**src/shared_ports_consts.vh**
```
// Purpose: Constants for the shared-pin parallel port block.
// Assumes: 16-bit register address, 8-bit register data.
// Notes:   Definitions only, guarded against double inclusion.
`ifndef SHARED_PORTS_CONSTS_VH
`define SHARED_PORTS_CONSTS_VH

// Register addresses
`define PD_DATA_ADDR 16'h0003
`define PE_DATA_ADDR 16'h0008
`define PD_DIR_ADDR 16'h0007
`define PE_DIR_ADDR 16'h000C
`define PC_PUE_ADDR 16'h000B
`define PD_PUE_ADDR 16'h000D

// Port widths
`define PC_W 2
`define PD_W 7
`define PE_W 2

// Reset values
`define PD_DIR_RST 7'h00
`define PE_DIR_RST 2'h0
`define PC_PUE_RST 2'h0
`define PD_PUE_RST 7'h00
`define LATCH_PWRUP_D 7'h00
`define LATCH_PWRUP_E 2'h0
`define RDATA_IDLE 8'h00

// Port D pin positions
`define PD_SS_BIT 0
`define PD_MISO_BIT 1
`define PD_MOSI_BIT 2
`define PD_SCK_BIT 3
`define PD_T1C0_BIT 4
`define PD_T1C1_BIT 5
`define PD_T2C0_BIT 6

// Port E pin positions
`define PE_TX_BIT 0
`define PE_RX_BIT 1

`endif

```
**src/pin_sync.v**
```verilog
// Purpose: Three-stage pin synchroniser with agreement filter.
// Assumes: Pins are asynchronous to the bus clock.
// Notes:   A change is accepted once stages two and three agree.
`timescale 1ns/1ps
`default_nettype none

module pin_sync #(
   parameter W = 1
) (
   input wire clk_in,
   input wire nrst_in,
   input wire ce_in,
   input wire [W-1:0] pin_in,
   output reg [W-1:0] level_out
);

   reg [W-1:0] s1_r;
   reg [W-1:0] s2_r;
   reg [W-1:0] s3_r;

   ////////////////////////////////////////////////////////////////////////
   // Stage one feeds only stage two; output moves on agreement
   always @(posedge clk_in) begin
      if (!nrst_in) begin
         s1_r <= {W{1'b0}};
         s2_r <= {W{1'b0}};
         s3_r <= {W{1'b0}};
         level_out <= {W{1'b0}};
      end else if (ce_in) begin
         s1_r <= pin_in;
         s2_r <= s1_r;
         s3_r <= s2_r;
         // Per bit: follow when both agree, else hold
         level_out <= (s2_r & s3_r) | (level_out & (s2_r | s3_r));
      end
   end

endmodule

`default_nettype wire

```
**src/shared_pin_ports.v**
```verilog
// Purpose: Parallel I/O for ports C (pullups), D and E with
//          peripheral pin sharing (SPI, two timers, serial iface).
// Assumes: Single bus clock; peripherals on the same clock.
// Notes:   Pin outputs, enables and pullups are all registered.
//          Reads answer one cycle after the strobe.
//
// Chosen here: the plain strobed port.
`timescale 1ns/1ps
`default_nettype none
`include "shared_ports_consts.vh"

module shared_pin_ports (
   input wire REF_CLK_IN,
   input wire NRST_IN,
   input wire CE_IN,
   // Register port
   input wire [15:0] ADDR_IN,
   input wire [7:0] WDATA_IN,
   input wire WR_IN,
   input wire RD_IN,
   output reg [7:0] RDATA_OUT,
   // Port C pullups, direction kept elsewhere
   input wire [`PC_W-1:0] PORT_C_DIRECTION_IN,
   output reg [`PC_W-1:0] PC_PULLUP_OUT,
   // Port D pins
   input wire [`PD_W-1:0] PD_PIN_IN,
   output reg [`PD_W-1:0] PD_PIN_OUT,
   output reg [`PD_W-1:0] PD_OE_N_OUT,
   output reg [`PD_W-1:0] PD_PULLUP_OUT,
   // Port E pins
   input wire [`PE_W-1:0] PE_PIN_IN,
   output reg [`PE_W-1:0] PE_PIN_OUT,
   output reg [`PE_W-1:0] PE_OE_N_OUT,
   // SPI side, bits 3..0 follow port D bits 3..0
   input wire SPI_ENABLE_IN,
   input wire SPI_MASTER_SELECT_IN,
   input wire [3:0] SPI_DATA_IN,
   input wire [3:0] SPI_DRIVE_IN,
   // Timer channel selects: bit 1 high select, bit 0 low select
   input wire [1:0] TIMER_ONE_CHANNEL_ZERO_SEL_IN,
   input wire [1:0] TIMER_ONE_CHANNEL_ONE_SEL_IN,
   input wire [1:0] TIMER_TWO_CHANNEL_ZERO_SEL_IN,
   // Timer pin data and drive, bits 2..0 follow port D bits 6..4
   input wire [2:0] TIMER_DATA_IN,
   input wire [2:0] TIMER_DRIVE_IN,
   // Serial interface side
   input wire SERIAL_IFACE_ENABLE_IN,
   input wire SERIAL_TX_DATA_IN
);

   ////////////////////////////////////////////////////////////////////////
   // Register storage

   // Data latches have no reset; power-up value keeps sim defined
   reg [`PD_W-1:0] port_d_data_latch_r = `LATCH_PWRUP_D;
   reg [`PE_W-1:0] port_e_data_latch_r = `LATCH_PWRUP_E;
   reg [`PD_W-1:0] port_d_direction_r;
   reg [`PE_W-1:0] port_e_direction_r;
   reg [`PC_W-1:0] port_c_pullup_enable_r;
   reg [`PD_W-1:0] port_d_pullup_enable_r;

   // Decoded strobes
   wire sel_pd_data;
   wire sel_pe_data;
   wire sel_pd_dir;
   wire sel_pe_dir;
   wire sel_pc_pue;
   wire sel_pd_pue;

   // Synchronised pin levels
   // Raw pads never reach the read mux
   wire [`PD_W-1:0] pd_level;
   wire [`PE_W-1:0] pe_level;

   // Pin ownership and next pin values
   reg [`PD_W-1:0] pd_owned;
   reg [`PD_W-1:0] pd_drive_nxt;
   reg [`PD_W-1:0] pd_data_nxt;
   reg [`PE_W-1:0] pe_owned;
   reg [`PE_W-1:0] pe_drive_nxt;
   reg [`PE_W-1:0] pe_data_nxt;
   reg [`PD_W-1:0] pd_pullup_nxt;
   reg [`PC_W-1:0] pc_pullup_nxt;
   reg [7:0] rdata_nxt;

   // Timer channel is active when either select bit is set
   wire t1c0_active;
   wire t1c1_active;
   wire t2c0_active;
   wire spi_pins_active;
   wire ss_active;

   ////////////////////////////////////////////////////////////////////////
   // Address decode
   // Full 16-bit compare, so no aliases in the map
   // Costs a wider comparator per register
   // Selects alone change nothing; strobes qualify them
   assign sel_pd_data = (ADDR_IN == `PD_DATA_ADDR);
   assign sel_pe_data = (ADDR_IN == `PE_DATA_ADDR);
   assign sel_pd_dir = (ADDR_IN == `PD_DIR_ADDR);
   assign sel_pe_dir = (ADDR_IN == `PE_DIR_ADDR);
   assign sel_pc_pue = (ADDR_IN == `PC_PUE_ADDR);
   assign sel_pd_pue = (ADDR_IN == `PD_PUE_ADDR);

   ////////////////////////////////////////////////////////////////////////
   // Pin synchronisers
   // Pads are asynchronous to the bus clock
   // Three flops guard against metastability
   // Read sees a settled pad four edges later
   // Pulses shorter than a cycle are filtered out
   pin_sync #(
      .W(`PD_W)
   ) u_sync_d (
      .clk_in(REF_CLK_IN),
      .nrst_in(NRST_IN),
      .ce_in(CE_IN),
      .pin_in(PD_PIN_IN),
      .level_out(pd_level)
   );

   pin_sync #(
      .W(`PE_W)
   ) u_sync_e (
      .clk_in(REF_CLK_IN),
      .nrst_in(NRST_IN),
      .ce_in(CE_IN),
      .pin_in(PE_PIN_IN),
      .level_out(pe_level)
   );

   ////////////////////////////////////////////////////////////////////////
   // Data latches: written regardless of direction, never reset
   // Old contents survive a reset
   // Writes to input pins land here only
   // Read value of an input pin stays the pad
   always @(posedge REF_CLK_IN) begin
      if (CE_IN && WR_IN) begin
         if (sel_pd_data) begin
            // Upper bit dropped on purpose
            port_d_data_latch_r <= WDATA_IN[`PD_W-1:0];
         end
         if (sel_pe_data) begin
            // Pre-loading here keeps a later output switch clean
            port_e_data_latch_r <= WDATA_IN[`PE_W-1:0];
         end
      end
   end

   ////////////////////////////////////////////////////////////////////////
   // Direction and pullup registers, cleared by reset
   // Inputs at reset, so nothing fights outside drivers
   // Pullups off until software asks
   // Upper write bits dropped on purpose
   always @(posedge REF_CLK_IN) begin
      if (!NRST_IN) begin
         port_d_direction_r <= `PD_DIR_RST;
         port_e_direction_r <= `PE_DIR_RST;
         port_c_pullup_enable_r <= `PC_PUE_RST;
         port_d_pullup_enable_r <= `PD_PUE_RST;
      end else if (CE_IN && WR_IN) begin
         if (sel_pd_dir) begin
            port_d_direction_r <= WDATA_IN[`PD_W-1:0];
         end
         if (sel_pe_dir) begin
            port_e_direction_r <= WDATA_IN[`PE_W-1:0];
         end
         if (sel_pc_pue) begin
            port_c_pullup_enable_r <= WDATA_IN[`PC_W-1:0];
         end
         if (sel_pd_pue) begin
            port_d_pullup_enable_r <= WDATA_IN[`PD_W-1:0];
         end
      end
   end

   ////////////////////////////////////////////////////////////////////////
   // Peripheral claim on shared pins
   // SPI and timer claims hand drive and data to the unit; serial pads get fixed drive
   // Direction register then only picks read source
   // Timer claims its pad in any non-port mode
   // Either edge/level select bit set means claimed
   assign t1c0_active = |TIMER_ONE_CHANNEL_ZERO_SEL_IN;
   assign t1c1_active = |TIMER_ONE_CHANNEL_ONE_SEL_IN;
   assign t2c0_active = |TIMER_TWO_CHANNEL_ZERO_SEL_IN;
   assign spi_pins_active = SPI_ENABLE_IN;
   // Slave select is free in master mode, where it is unused
   assign ss_active = SPI_ENABLE_IN & ~SPI_MASTER_SELECT_IN;

   ////////////////////////////////////////////////////////////////////////
   // Port D drive selection
   // Port view first, then each owner overrides
   // Registered before it reaches the pads
   always @* begin
      pd_owned = {`PD_W{1'b0}};
      pd_owned[`PD_SS_BIT] = ss_active;
      pd_owned[`PD_MISO_BIT] = spi_pins_active;
      pd_owned[`PD_MOSI_BIT] = spi_pins_active;
      pd_owned[`PD_SCK_BIT] = spi_pins_active;
      pd_owned[`PD_T1C0_BIT] = t1c0_active;
      pd_owned[`PD_T1C1_BIT] = t1c1_active;
      pd_owned[`PD_T2C0_BIT] = t2c0_active;
      // GPIO default: latch value, direction bit sets buffer
      pd_drive_nxt = port_d_direction_r;
      pd_data_nxt = port_d_data_latch_r;
      // Owned SPI pins: peripheral sets direction, not the register
      if (pd_owned[`PD_SS_BIT]) begin
         pd_drive_nxt[`PD_SS_BIT] = SPI_DRIVE_IN[0];
         pd_data_nxt[`PD_SS_BIT] = SPI_DATA_IN[0];
      end
      if (pd_owned[`PD_MISO_BIT]) begin
         pd_drive_nxt[`PD_MISO_BIT] = SPI_DRIVE_IN[1];
         pd_data_nxt[`PD_MISO_BIT] = SPI_DATA_IN[1];
      end
      if (pd_owned[`PD_MOSI_BIT]) begin
         pd_drive_nxt[`PD_MOSI_BIT] = SPI_DRIVE_IN[2];
         pd_data_nxt[`PD_MOSI_BIT] = SPI_DATA_IN[2];
      end
      if (pd_owned[`PD_SCK_BIT]) begin
         pd_drive_nxt[`PD_SCK_BIT] = SPI_DRIVE_IN[3];
         pd_data_nxt[`PD_SCK_BIT] = SPI_DATA_IN[3];
      end
      // Timer channels drive per their own capture/compare mode
      // Capture leaves drive low, compare sets it
      if (pd_owned[`PD_T1C0_BIT]) begin
         pd_drive_nxt[`PD_T1C0_BIT] = TIMER_DRIVE_IN[0];
         pd_data_nxt[`PD_T1C0_BIT] = TIMER_DATA_IN[0];
      end
      if (pd_owned[`PD_T1C1_BIT]) begin
         pd_drive_nxt[`PD_T1C1_BIT] = TIMER_DRIVE_IN[1];
         pd_data_nxt[`PD_T1C1_BIT] = TIMER_DATA_IN[1];
      end
      if (pd_owned[`PD_T2C0_BIT]) begin
         pd_drive_nxt[`PD_T2C0_BIT] = TIMER_DRIVE_IN[2];
         pd_data_nxt[`PD_T2C0_BIT] = TIMER_DATA_IN[2];
      end
   end

   ////////////////////////////////////////////////////////////////////////
   // Port E drive selection
   // One enable claims both serial pads
   // Receive forced to input: no fight with far end
   // Stray latch value cannot reach that pad while the interface is enabled
   always @* begin
      pe_owned = {`PE_W{1'b0}};
      pe_owned[`PE_RX_BIT] = SERIAL_IFACE_ENABLE_IN;
      pe_owned[`PE_TX_BIT] = SERIAL_IFACE_ENABLE_IN;
      pe_drive_nxt = port_e_direction_r;
      pe_data_nxt = port_e_data_latch_r;
      // Receive pin is a pure input while the interface owns it
      if (pe_owned[`PE_RX_BIT]) begin
         pe_drive_nxt[`PE_RX_BIT] = 1'b0;
         pe_data_nxt[`PE_RX_BIT] = 1'b0;
      end
      // Transmit pin always drives while owned
      if (pe_owned[`PE_TX_BIT]) begin
         pe_drive_nxt[`PE_TX_BIT] = 1'b1;
         pe_data_nxt[`PE_TX_BIT] = SERIAL_TX_DATA_IN;
      end
   end

   ////////////////////////////////////////////////////////////////////////
   // Pullups: only on undriven pins, dropped at once on output
   // Effective drive used, peripherals included
   // A driven pad never sinks pullup current
   // Limitation: port C sees only its direction
   always @* begin
      pd_pullup_nxt = port_d_pullup_enable_r & ~pd_drive_nxt;
      // Port C direction lives outside; gate it here all the same
      pc_pullup_nxt = port_c_pullup_enable_r & ~PORT_C_DIRECTION_IN;
   end

   ////////////////////////////////////////////////////////////////////////
   // Read mux: direction register always picks latch or pin
   // Unmapped addresses and upper bits read zero
   // Only a read strobe opens the mux
   // Data fall back to zero after the read cycle
   always @* begin
      rdata_nxt = `RDATA_IDLE;
      if (RD_IN) begin
         if (sel_pd_data) begin
            // Pin reads ignore any ownership by a peripheral
            rdata_nxt[`PD_W-1:0] = (port_d_direction_r & port_d_data_latch_r)
               | (~port_d_direction_r & pd_level);
         end else if (sel_pe_data) begin
            rdata_nxt[`PE_W-1:0] = (port_e_direction_r & port_e_data_latch_r)
               | (~port_e_direction_r & pe_level);
         end else if (sel_pd_dir) begin
            rdata_nxt[`PD_W-1:0] = port_d_direction_r;
         end else if (sel_pe_dir) begin
            rdata_nxt[`PE_W-1:0] = port_e_direction_r;
         end else if (sel_pc_pue) begin
            rdata_nxt[`PC_W-1:0] = port_c_pullup_enable_r;
         end else if (sel_pd_pue) begin
            rdata_nxt[`PD_W-1:0] = port_d_pullup_enable_r;
         end
      end
   end

   ////////////////////////////////////////////////////////////////////////
   // Registered outputs
   // One cycle of pin lag is traded for glitch-free, flop-driven pads
   // Reset releases every pad and drops pullups
   // Clock enable low holds every output
   always @(posedge REF_CLK_IN) begin
      if (!NRST_IN) begin
         RDATA_OUT <= `RDATA_IDLE;
         PD_PIN_OUT <= {`PD_W{1'b0}};
         PD_OE_N_OUT <= {`PD_W{1'b1}};
         PD_PULLUP_OUT <= {`PD_W{1'b0}};
         PE_PIN_OUT <= {`PE_W{1'b0}};
         PE_OE_N_OUT <= {`PE_W{1'b1}};
         PC_PULLUP_OUT <= {`PC_W{1'b0}};
      end else if (CE_IN) begin
         // Read data stand only in the cycle after the strobe
         RDATA_OUT <= rdata_nxt;
         PD_PIN_OUT <= pd_data_nxt;
         PD_OE_N_OUT <= ~pd_drive_nxt;
         PD_PULLUP_OUT <= pd_pullup_nxt;
         PE_PIN_OUT <= pe_data_nxt;
         PE_OE_N_OUT <= ~pe_drive_nxt;
         PC_PULLUP_OUT <= pc_pullup_nxt;
      end
   end

endmodule

`default_nettype wire

```
**config.mk**
```make
export PLATFORM = sky130hd
export DESIGN_NAME = shared_pin_ports
export DESIGN_NICKNAME = d
export VERILOG_FILES = /design/src/pin_sync.v /design/src/shared_pin_ports.v
export VERILOG_INCLUDE_DIRS = /design/src
export SDC_FILE = /design/constraint.sdc
export NUM_CORES = 1
export LEC_CHECK = 0
export BUFFER_PORTS_ARGS = -buffer_cell sky130_fd_sc_hd__buf_2
export CAP_MARGIN = 10
export CORE_UTILIZATION = 55
export CTS_CLUSTER_SIZE = 12
export DETAILED_ROUTE_END_ITERATION = 10
export GPL_TIMING_DRIVEN = 0
export PLACE_DENSITY = 0.82
export SETUP_SLACK_MARGIN = 0.4
export SLEW_MARGIN = 25
export SYNTH_ARGS = -nofsm -noshare
export SYNTH_HDL_FRONTEND = slang
export SYNTH_SLANG_ARGS = --single-unit
```
**constraint.sdc**
```tcl
create_clock -name REF_CLK_IN -period 4.1 [get_ports REF_CLK_IN]
set_input_delay 0.41 -clock REF_CLK_IN [delete_from_list [all_inputs] [get_ports REF_CLK_IN]]
set_output_delay 0.41 -clock REF_CLK_IN [all_outputs]
set_load 0.03 [all_outputs]
```
==> flow_summary.ini, run 1 <==
[power_and_ir_drop]
power_density_nw_per_um2 = 356
irDropWorstVdd_uv = 223
p_leak_uw = 0.00200
report.power.total_uw = 1760

[yosys]
ys_seq_elements = 97
synth.avg_cell_area_um2 = 8.89
ys.flop_type = dfxtp_1
syn_inst = 470
synth_seq_area_share = 0.486
synth_area_um2 = 4180
muxShareOfSynthArea = 0.107
synth_fa_ha_area_frac = 0
synth_top_family_by_area = simple AND/OR/NAND/NOR gates
synth_compound_area_frac = 0.167
async_flop_share = 0
synth_edf_count = 9
synth_simple_gate_area_share = 0.201
synth_warnings = 0
yosysUniqueCellTypes = 43
synth_nets = 534
synth_xor_area_frac = 0

[worst_setup_path]
worst_path_largest_cell_delay_ns = 0.68
cp.arrival_ns = 2.31
critPathSlowestCell = nor4_1
crit_path_end_kind = flop
crit_type = in -> reg
crit_chain = buf_2 > nor4_1 > nand4_1 > clkbuf_1 > nor2_1
worstSetupStartpointType = input pin
worst-path-max-fanout = 10
cp_data_required_time_ns = 4.09

[cells_and_area]
area_growth_pct = 18.5
nets = 638
fill_cells = 627
drive_above_1_share = 0.216
antenna_cells = 0
final_core_util = 0.679

[clock_tree]
htreeDepth = 3
cts-resized-gates = 0
cts_sinks = 97
cts_made_buffers = 9
clk_latency_ns = 0.36
cts_setup_buffers = 0
ctsHoldBuffers = 0
clk_pin_slew_ns = 0.10
cts_root_buffer = clkbuf_8
cts_tree = built
cts_buffer_depth = 2

[die]
row_count = 31
core_area_um2 = 7290
fp.dieW_um = 89.2
start_util = 0.573
die_h_um = 89.2
dieArea_um2 = 7950
ios = 99

[sta]
finalMaxSlewViolations = 0
final_hold_viol_count = 0
whs_ns = 0.279
fin_crit_ns = 2.31
setup_violations = 0
skew_ns = 0.0114
layout_setup_ws_ns = 1.79
finalCritPeriodShare = 0.565
tightest_slew_ns = 0.774
fmax_mhz = 432
rsz0062_at_grt = false
slew_headroom = 0.479
setup_tns_ns = 0

[grt]
grt_max_degree = 17
antenna_found_initial = 0
grt_usage = 0.304
grt.overflow.total = 0
grt_pass1_wl_mm = 17.7
grt_pass1_vias = 3529

[drt]
wl_per_cell_um = 17.4
vias = 3926
remaining_drc_errors = 0
avgViaCountPerCell = 5.80
drtAntennaViolNets = 0
wl_mm = 11.8
drt-pass1-iter-count = 6
drt_iter0_markers = 264

[status]
status = finished clean

[placed_design]
dp_hpwl_mm = 9.01
io_buffers = 93
dp_slack_ns = 1.42
place_congestion = 0.924

[hold_path]
hold_path.class = in -> reg

[flow_run]
cap_violations = 0
==> area by class of cell <==
class / count / area [um2] / area share
inverters: 7 / 26.3 / 0.00531
repair buffers: 93 / 465 / 0.0940
flip-flops and latches: 97 / 2030 / 0.410
multi-input cells: 333 / 1990 / 0.401
clock buffers: 11 / 153 / 0.0308
well taps: 99 / 124 / 0.0250
clock inverters: 4 / 32.5 / 0.00657
plain buffers: 33 / 133 / 0.0268
==> logic make-up after synthesis <==
kind of cell | after synthesis
buf+inv | 40
other cells | 1
mux | 44
compound gates | 120
simple gates | 168
flops | 97
==> stage by stage <==
stage,cells,cell area [um2]
final,677,4950
after global routing,677,4950
after CTS,677,4950
after detailed placement,662,4770
after global placement,662,4770
after floorplan,470,4180
==> sequential cells by signal (all words and copies together), names as in the netlist <==
name,count
PC_PULLUP_OUT,2
PD_OE_N_OUT,7
PD_PIN_OUT,7
PD_PULLUP_OUT,7
PE_OE_N_OUT,2
PE_PIN_OUT,2
RDATA_OUT,7
port_c_pullup_enable_r,2
port_d_data_latch_r,7
port_d_direction_r,7
port_d_pullup_enable_r,7
port_e_data_latch_r,2
port_e_direction_r,2
u_sync_d.level_out,7
u_sync_d.s1_r,7
u_sync_d.s2_r,7
u_sync_d.s3_r,7
u_sync_e.level_out,2
u_sync_e.s1_r,2
u_sync_e.s2_r,2
u_sync_e.s3_r,2
==> report_power, final <==
| part | switching [uW] | leakage [uW] | internal, uW |
|---|---|---|---|
| Sequential | 10.8 | 0.000796 | 974 |
| Combinational | 116 | 0.00110 | 64.4 |
| Clock | 338 | 0.0000959 | 261 |
==> cell usage after synthesis, drive strengths merged (2+ instances only) <==
cell type	instances	share of area
dfxtp	88	0.42
nand2	51	0.046
o21ai	50	0.060
nor2	49	0.044
mux2i	39	0.093
a21oi	38	0.046
clkbuf	23	0.021
nand3	22	0.026
and2	13	0.019
buf	10	0.011
edfxtp	9	0.065
nor4	9	0.022
inv	6	0.0054
a211oi	5	0.0090
a41oi	5	0.010
mux2	5	0.013
o31a	5	0.010
a21o	4	0.0072
nand2b	4	0.0060
nand4	4	0.0060
or4	4	0.011
a311oi	3	0.0063
o2bb2ai	3	0.0063
a31oi	2	0.0030
nand3b	2	0.0036
nand4b	2	0.0042
nor2b	2	0.0030
nor3b	2	0.0036
o22ai	2	0.0030
o31ai	2	0.0036
==> per-layer routing <==
metal | part of all wire | global-route usage | vias to the layer above
met5 | 0 | 0 | -
met4 | 0.030 | 0.123 | 0
met3 | 0.061 | 0.0452 | 23
met2 | 0.46 | 0.508 | 166
met1 | 0.45 | 0.397 | 1856
li1 | - | - | 1881
==> critical path, delay by kind of cell <==
family	cells	cell delay, ns
simple gates	3	1.51
buf+inv	2	0.39
==> final timing paths <==
check	start	end	slack [ns]	cells past startpoint
min reg2reg	PD_PULLUP_OUT[4]	PD_PULLUP_OUT[4]	0.47	2
max	ADDR_IN[13]	port_d_data_latch_r[6]	1.79	5
min	WDATA_IN[5]	port_d_data_latch_r[5]	0.28	1
max reg2reg	port_e_direction_r[0]	RDATA_OUT[0]	2.76	4
==> placed cells by master (no fill, tap or decap), drive strengths merged, types with 5 or more instances in the layout <==
| cell type | Yosys | final |
|---|---|---|
| mux2i | 39 | 39 |
| o21ai | 50 | 50 |
| nor2 | 49 | 49 |
| o31a | 5 | 5 |
| nand3 | 22 | 22 |
| buf | 10 | 103 |
| a21oi | 38 | 38 |
| a211oi | 5 | 5 |
| and2 | 13 | 13 |
| inv | 6 | 9 |
| clkbuf | 23 | 34 |
| nor4 | 9 | 9 |
| dfxtp | 88 | 88 |
| edfxtp | 9 | 9 |
| mux2 | 5 | 5 |
| nand2 | 51 | 51 |
| a41oi | 5 | 5 |
(Power assumes the default switching activity.)
==> inputs of run 2 (changes only) <==
--- a/config.mk
+++ b/config.mk
@@ -8,11 +8,11 @@
 export LEC_CHECK = 0
 export BUFFER_PORTS_ARGS = -buffer_cell sky130_fd_sc_hd__buf_2
 export CAP_MARGIN = 10
-export CORE_UTILIZATION = 55
+export CORE_UTILIZATION = 53
 export CTS_CLUSTER_SIZE = 12
 export DETAILED_ROUTE_END_ITERATION = 10
 export GPL_TIMING_DRIVEN = 0
-export PLACE_DENSITY = 0.82
+export PLACE_DENSITY = 0.79
 export SETUP_SLACK_MARGIN = 0.4
 export SLEW_MARGIN = 25
 export SYNTH_ARGS = -nofsm -noshare
==> constraint.sdc (replaced) <==
create_clock -name REF_CLK_IN -period 2.2 [get_ports REF_CLK_IN]
set_input_delay 0.22 -clock REF_CLK_IN [delete_from_list [all_inputs] [get_ports REF_CLK_IN]]
set_output_delay 0.22 -clock REF_CLK_IN [all_outputs]
set_load 0.03 [all_outputs]
==> flow_summary.ini, run 2 (synthesized netlist as in run 1, its figures left out) <==
[hold_path]
hold_path.class = in -> reg
whs_path_depth = 1

[clock_tree]
cts_sinks = 97
htreeDepth = 3
cts_tree = built
ctsHoldBuffers = 0
cts_root_buffer = clkbuf_8
clk_latency_ns = 0.36
clk_pin_slew_ns = 0.09
cts_made_buffers = 9
cts_buffer_depth = 2

[cells_and_area]
drive_above_1_share = 0.226
area_growth_pct = 19.6
final_core_util = 0.650
nets = 638
layout_commonest_cell = buf_2
mostFrequentLayoutCells = buf_2, dfxtp_1, nand2_1
antenna_cells = 0

[placed_design]
io_buffers = 93
dp_hpwl_mm = 8.65
place_congestion = 0.935

[worst_setup_path]
worst_path_largest_cell_delay_ns = 0.52
path_depth = 6
r2r_cells = 4
critPathSlowestCell = nor4_2
rrSetupSlack_ns = 0.83
crit_type = in -> reg
crit_start = ADDR_IN[2]
cp-endpoint = RDATA_OUT[6]
r2r_start = port_e_direction_r[1]
timing.rr.end = RDATA_OUT[1]
worst-path-max-fanout = 10
critPathTopFamily = simple AND/OR/NAND/NOR gates
cp_num_buf_inv = 2
cp_data_required_time_ns = 2.48
crit_chain = buf_2 > clkbuf_1 > nand4b_1 > nor4_2 > a41oi_1 > o21ai_1
crit_path_end_kind = flop
cp.arrival_ns = 1.92
worstSetupStartpointType = input pin

[power_and_ir_drop]
p_leak_uw = 0.00200
irDropWorstVdd_uv = 372
power_density_nw_per_um2 = 664

[grt]
grt.overflow.total = 0
antenna_found_initial = 0
grt_usage = 0.291
grt_max_degree = 17
grt_pass1_wl_mm = 18.4
grt_pass1_vias = 3626

[drt]
avgViaCountPerCell = 5.71
wl_mm = 11.7
drt-pass1-iter-count = 5
wl_per_cell_um = 17.1
vias = 3889
remaining_drc_errors = 0
drtAntennaViolNets = 0
drt_iter0_markers = 234

[sta]
fmax_mhz = 613
skew_ns = 0.00944
finalMaxSlewViolations = 0
final_hold_viol_count = 0
rsz0062_at_grt = false
setup_tns_ns = 0
setup_violations = 0
finalCritPeriodShare = 0.741
fin_crit_ns = 1.63
tightest_slew_ns = 0.739
slew_headroom = 0.508

[die]
die_h_um = 90.8
dieArea_um2 = 8240
row_count = 32
core_area_um2 = 7690
start_util = 0.543
fp.dieW_um = 90.8
ios = 99

[flow_run]
cap_violations = 0

[status]
status = finished clean
## run 2: changes by cell type in the layout (fill, tap and decap cells not counted), sizes merged
cell    previous run  this run
buf              103       102
clkbuf            34        37
inv                9         8
## run 2: worst min path at each step
stage                                start                      to  slack [ns]
after CTS                      WDATA_IN[2]  port_d_data_latch_r[2]        0.09
after global routing           WDATA_IN[2]  port_d_data_latch_r[2]        0.08
after detailed placement  PD_PULLUP_OUT[4]        PD_PULLUP_OUT[4]        0.45
after global placement      PD_OE_N_OUT[5]          PD_OE_N_OUT[5]        0.45
final                          WDATA_IN[4]  port_d_data_latch_r[4]        0.09
after floorplan                WDATA_IN[0]  port_d_data_latch_r[0]        0.32
## run 2: repair_timing
item                                    4_1_cts  5_1_grt
endpoints found under the setup margin        9       10
setup buffers                                 0        0
resized for setup                             3        4
## run 2: final cells by class
cell class              count  area, um2
clock inverters             3       20.0
multi-input cells         333       2020
fillers                   695       2690
plain buffers              33        134
repair buffers             93        465
well taps                 102        128
flip-flops and latches     97       2030
inverters                   7       26.3
clock buffers              13        170
## run 2: per-stage QoR
stage,setup WS (ns),cell area (um2),instances,power (uW),hold WS (ns)
3_5_place_dp,-0.227,4770,665,2210,0.453
2_1_floorplan,0.444,4180,470,2070,0.319
4_1_cts,0.447,4980,681,3310,0.0858
5_1_grt,0.414,4990,681,3430,0.0777
3_3_place_gp,-0.162,4770,665,2200,0.451
6_report,0.569,4990,681,3320,0.0915
## run 2: per-layer routing
layer,vias to the layer above,track usage,wire (um)
met2,156,0.469,5480
li1,1872,-,-
met5,-,0,0
met1,1838,0.390,5220
met4,0,0.112,340
met3,23,0.0480,614
## run 2: power breakdown
part,switching (uW),internal (uW)
sequential,19.8,1820
combinational,223,121
clock,620,516
total,863,2450
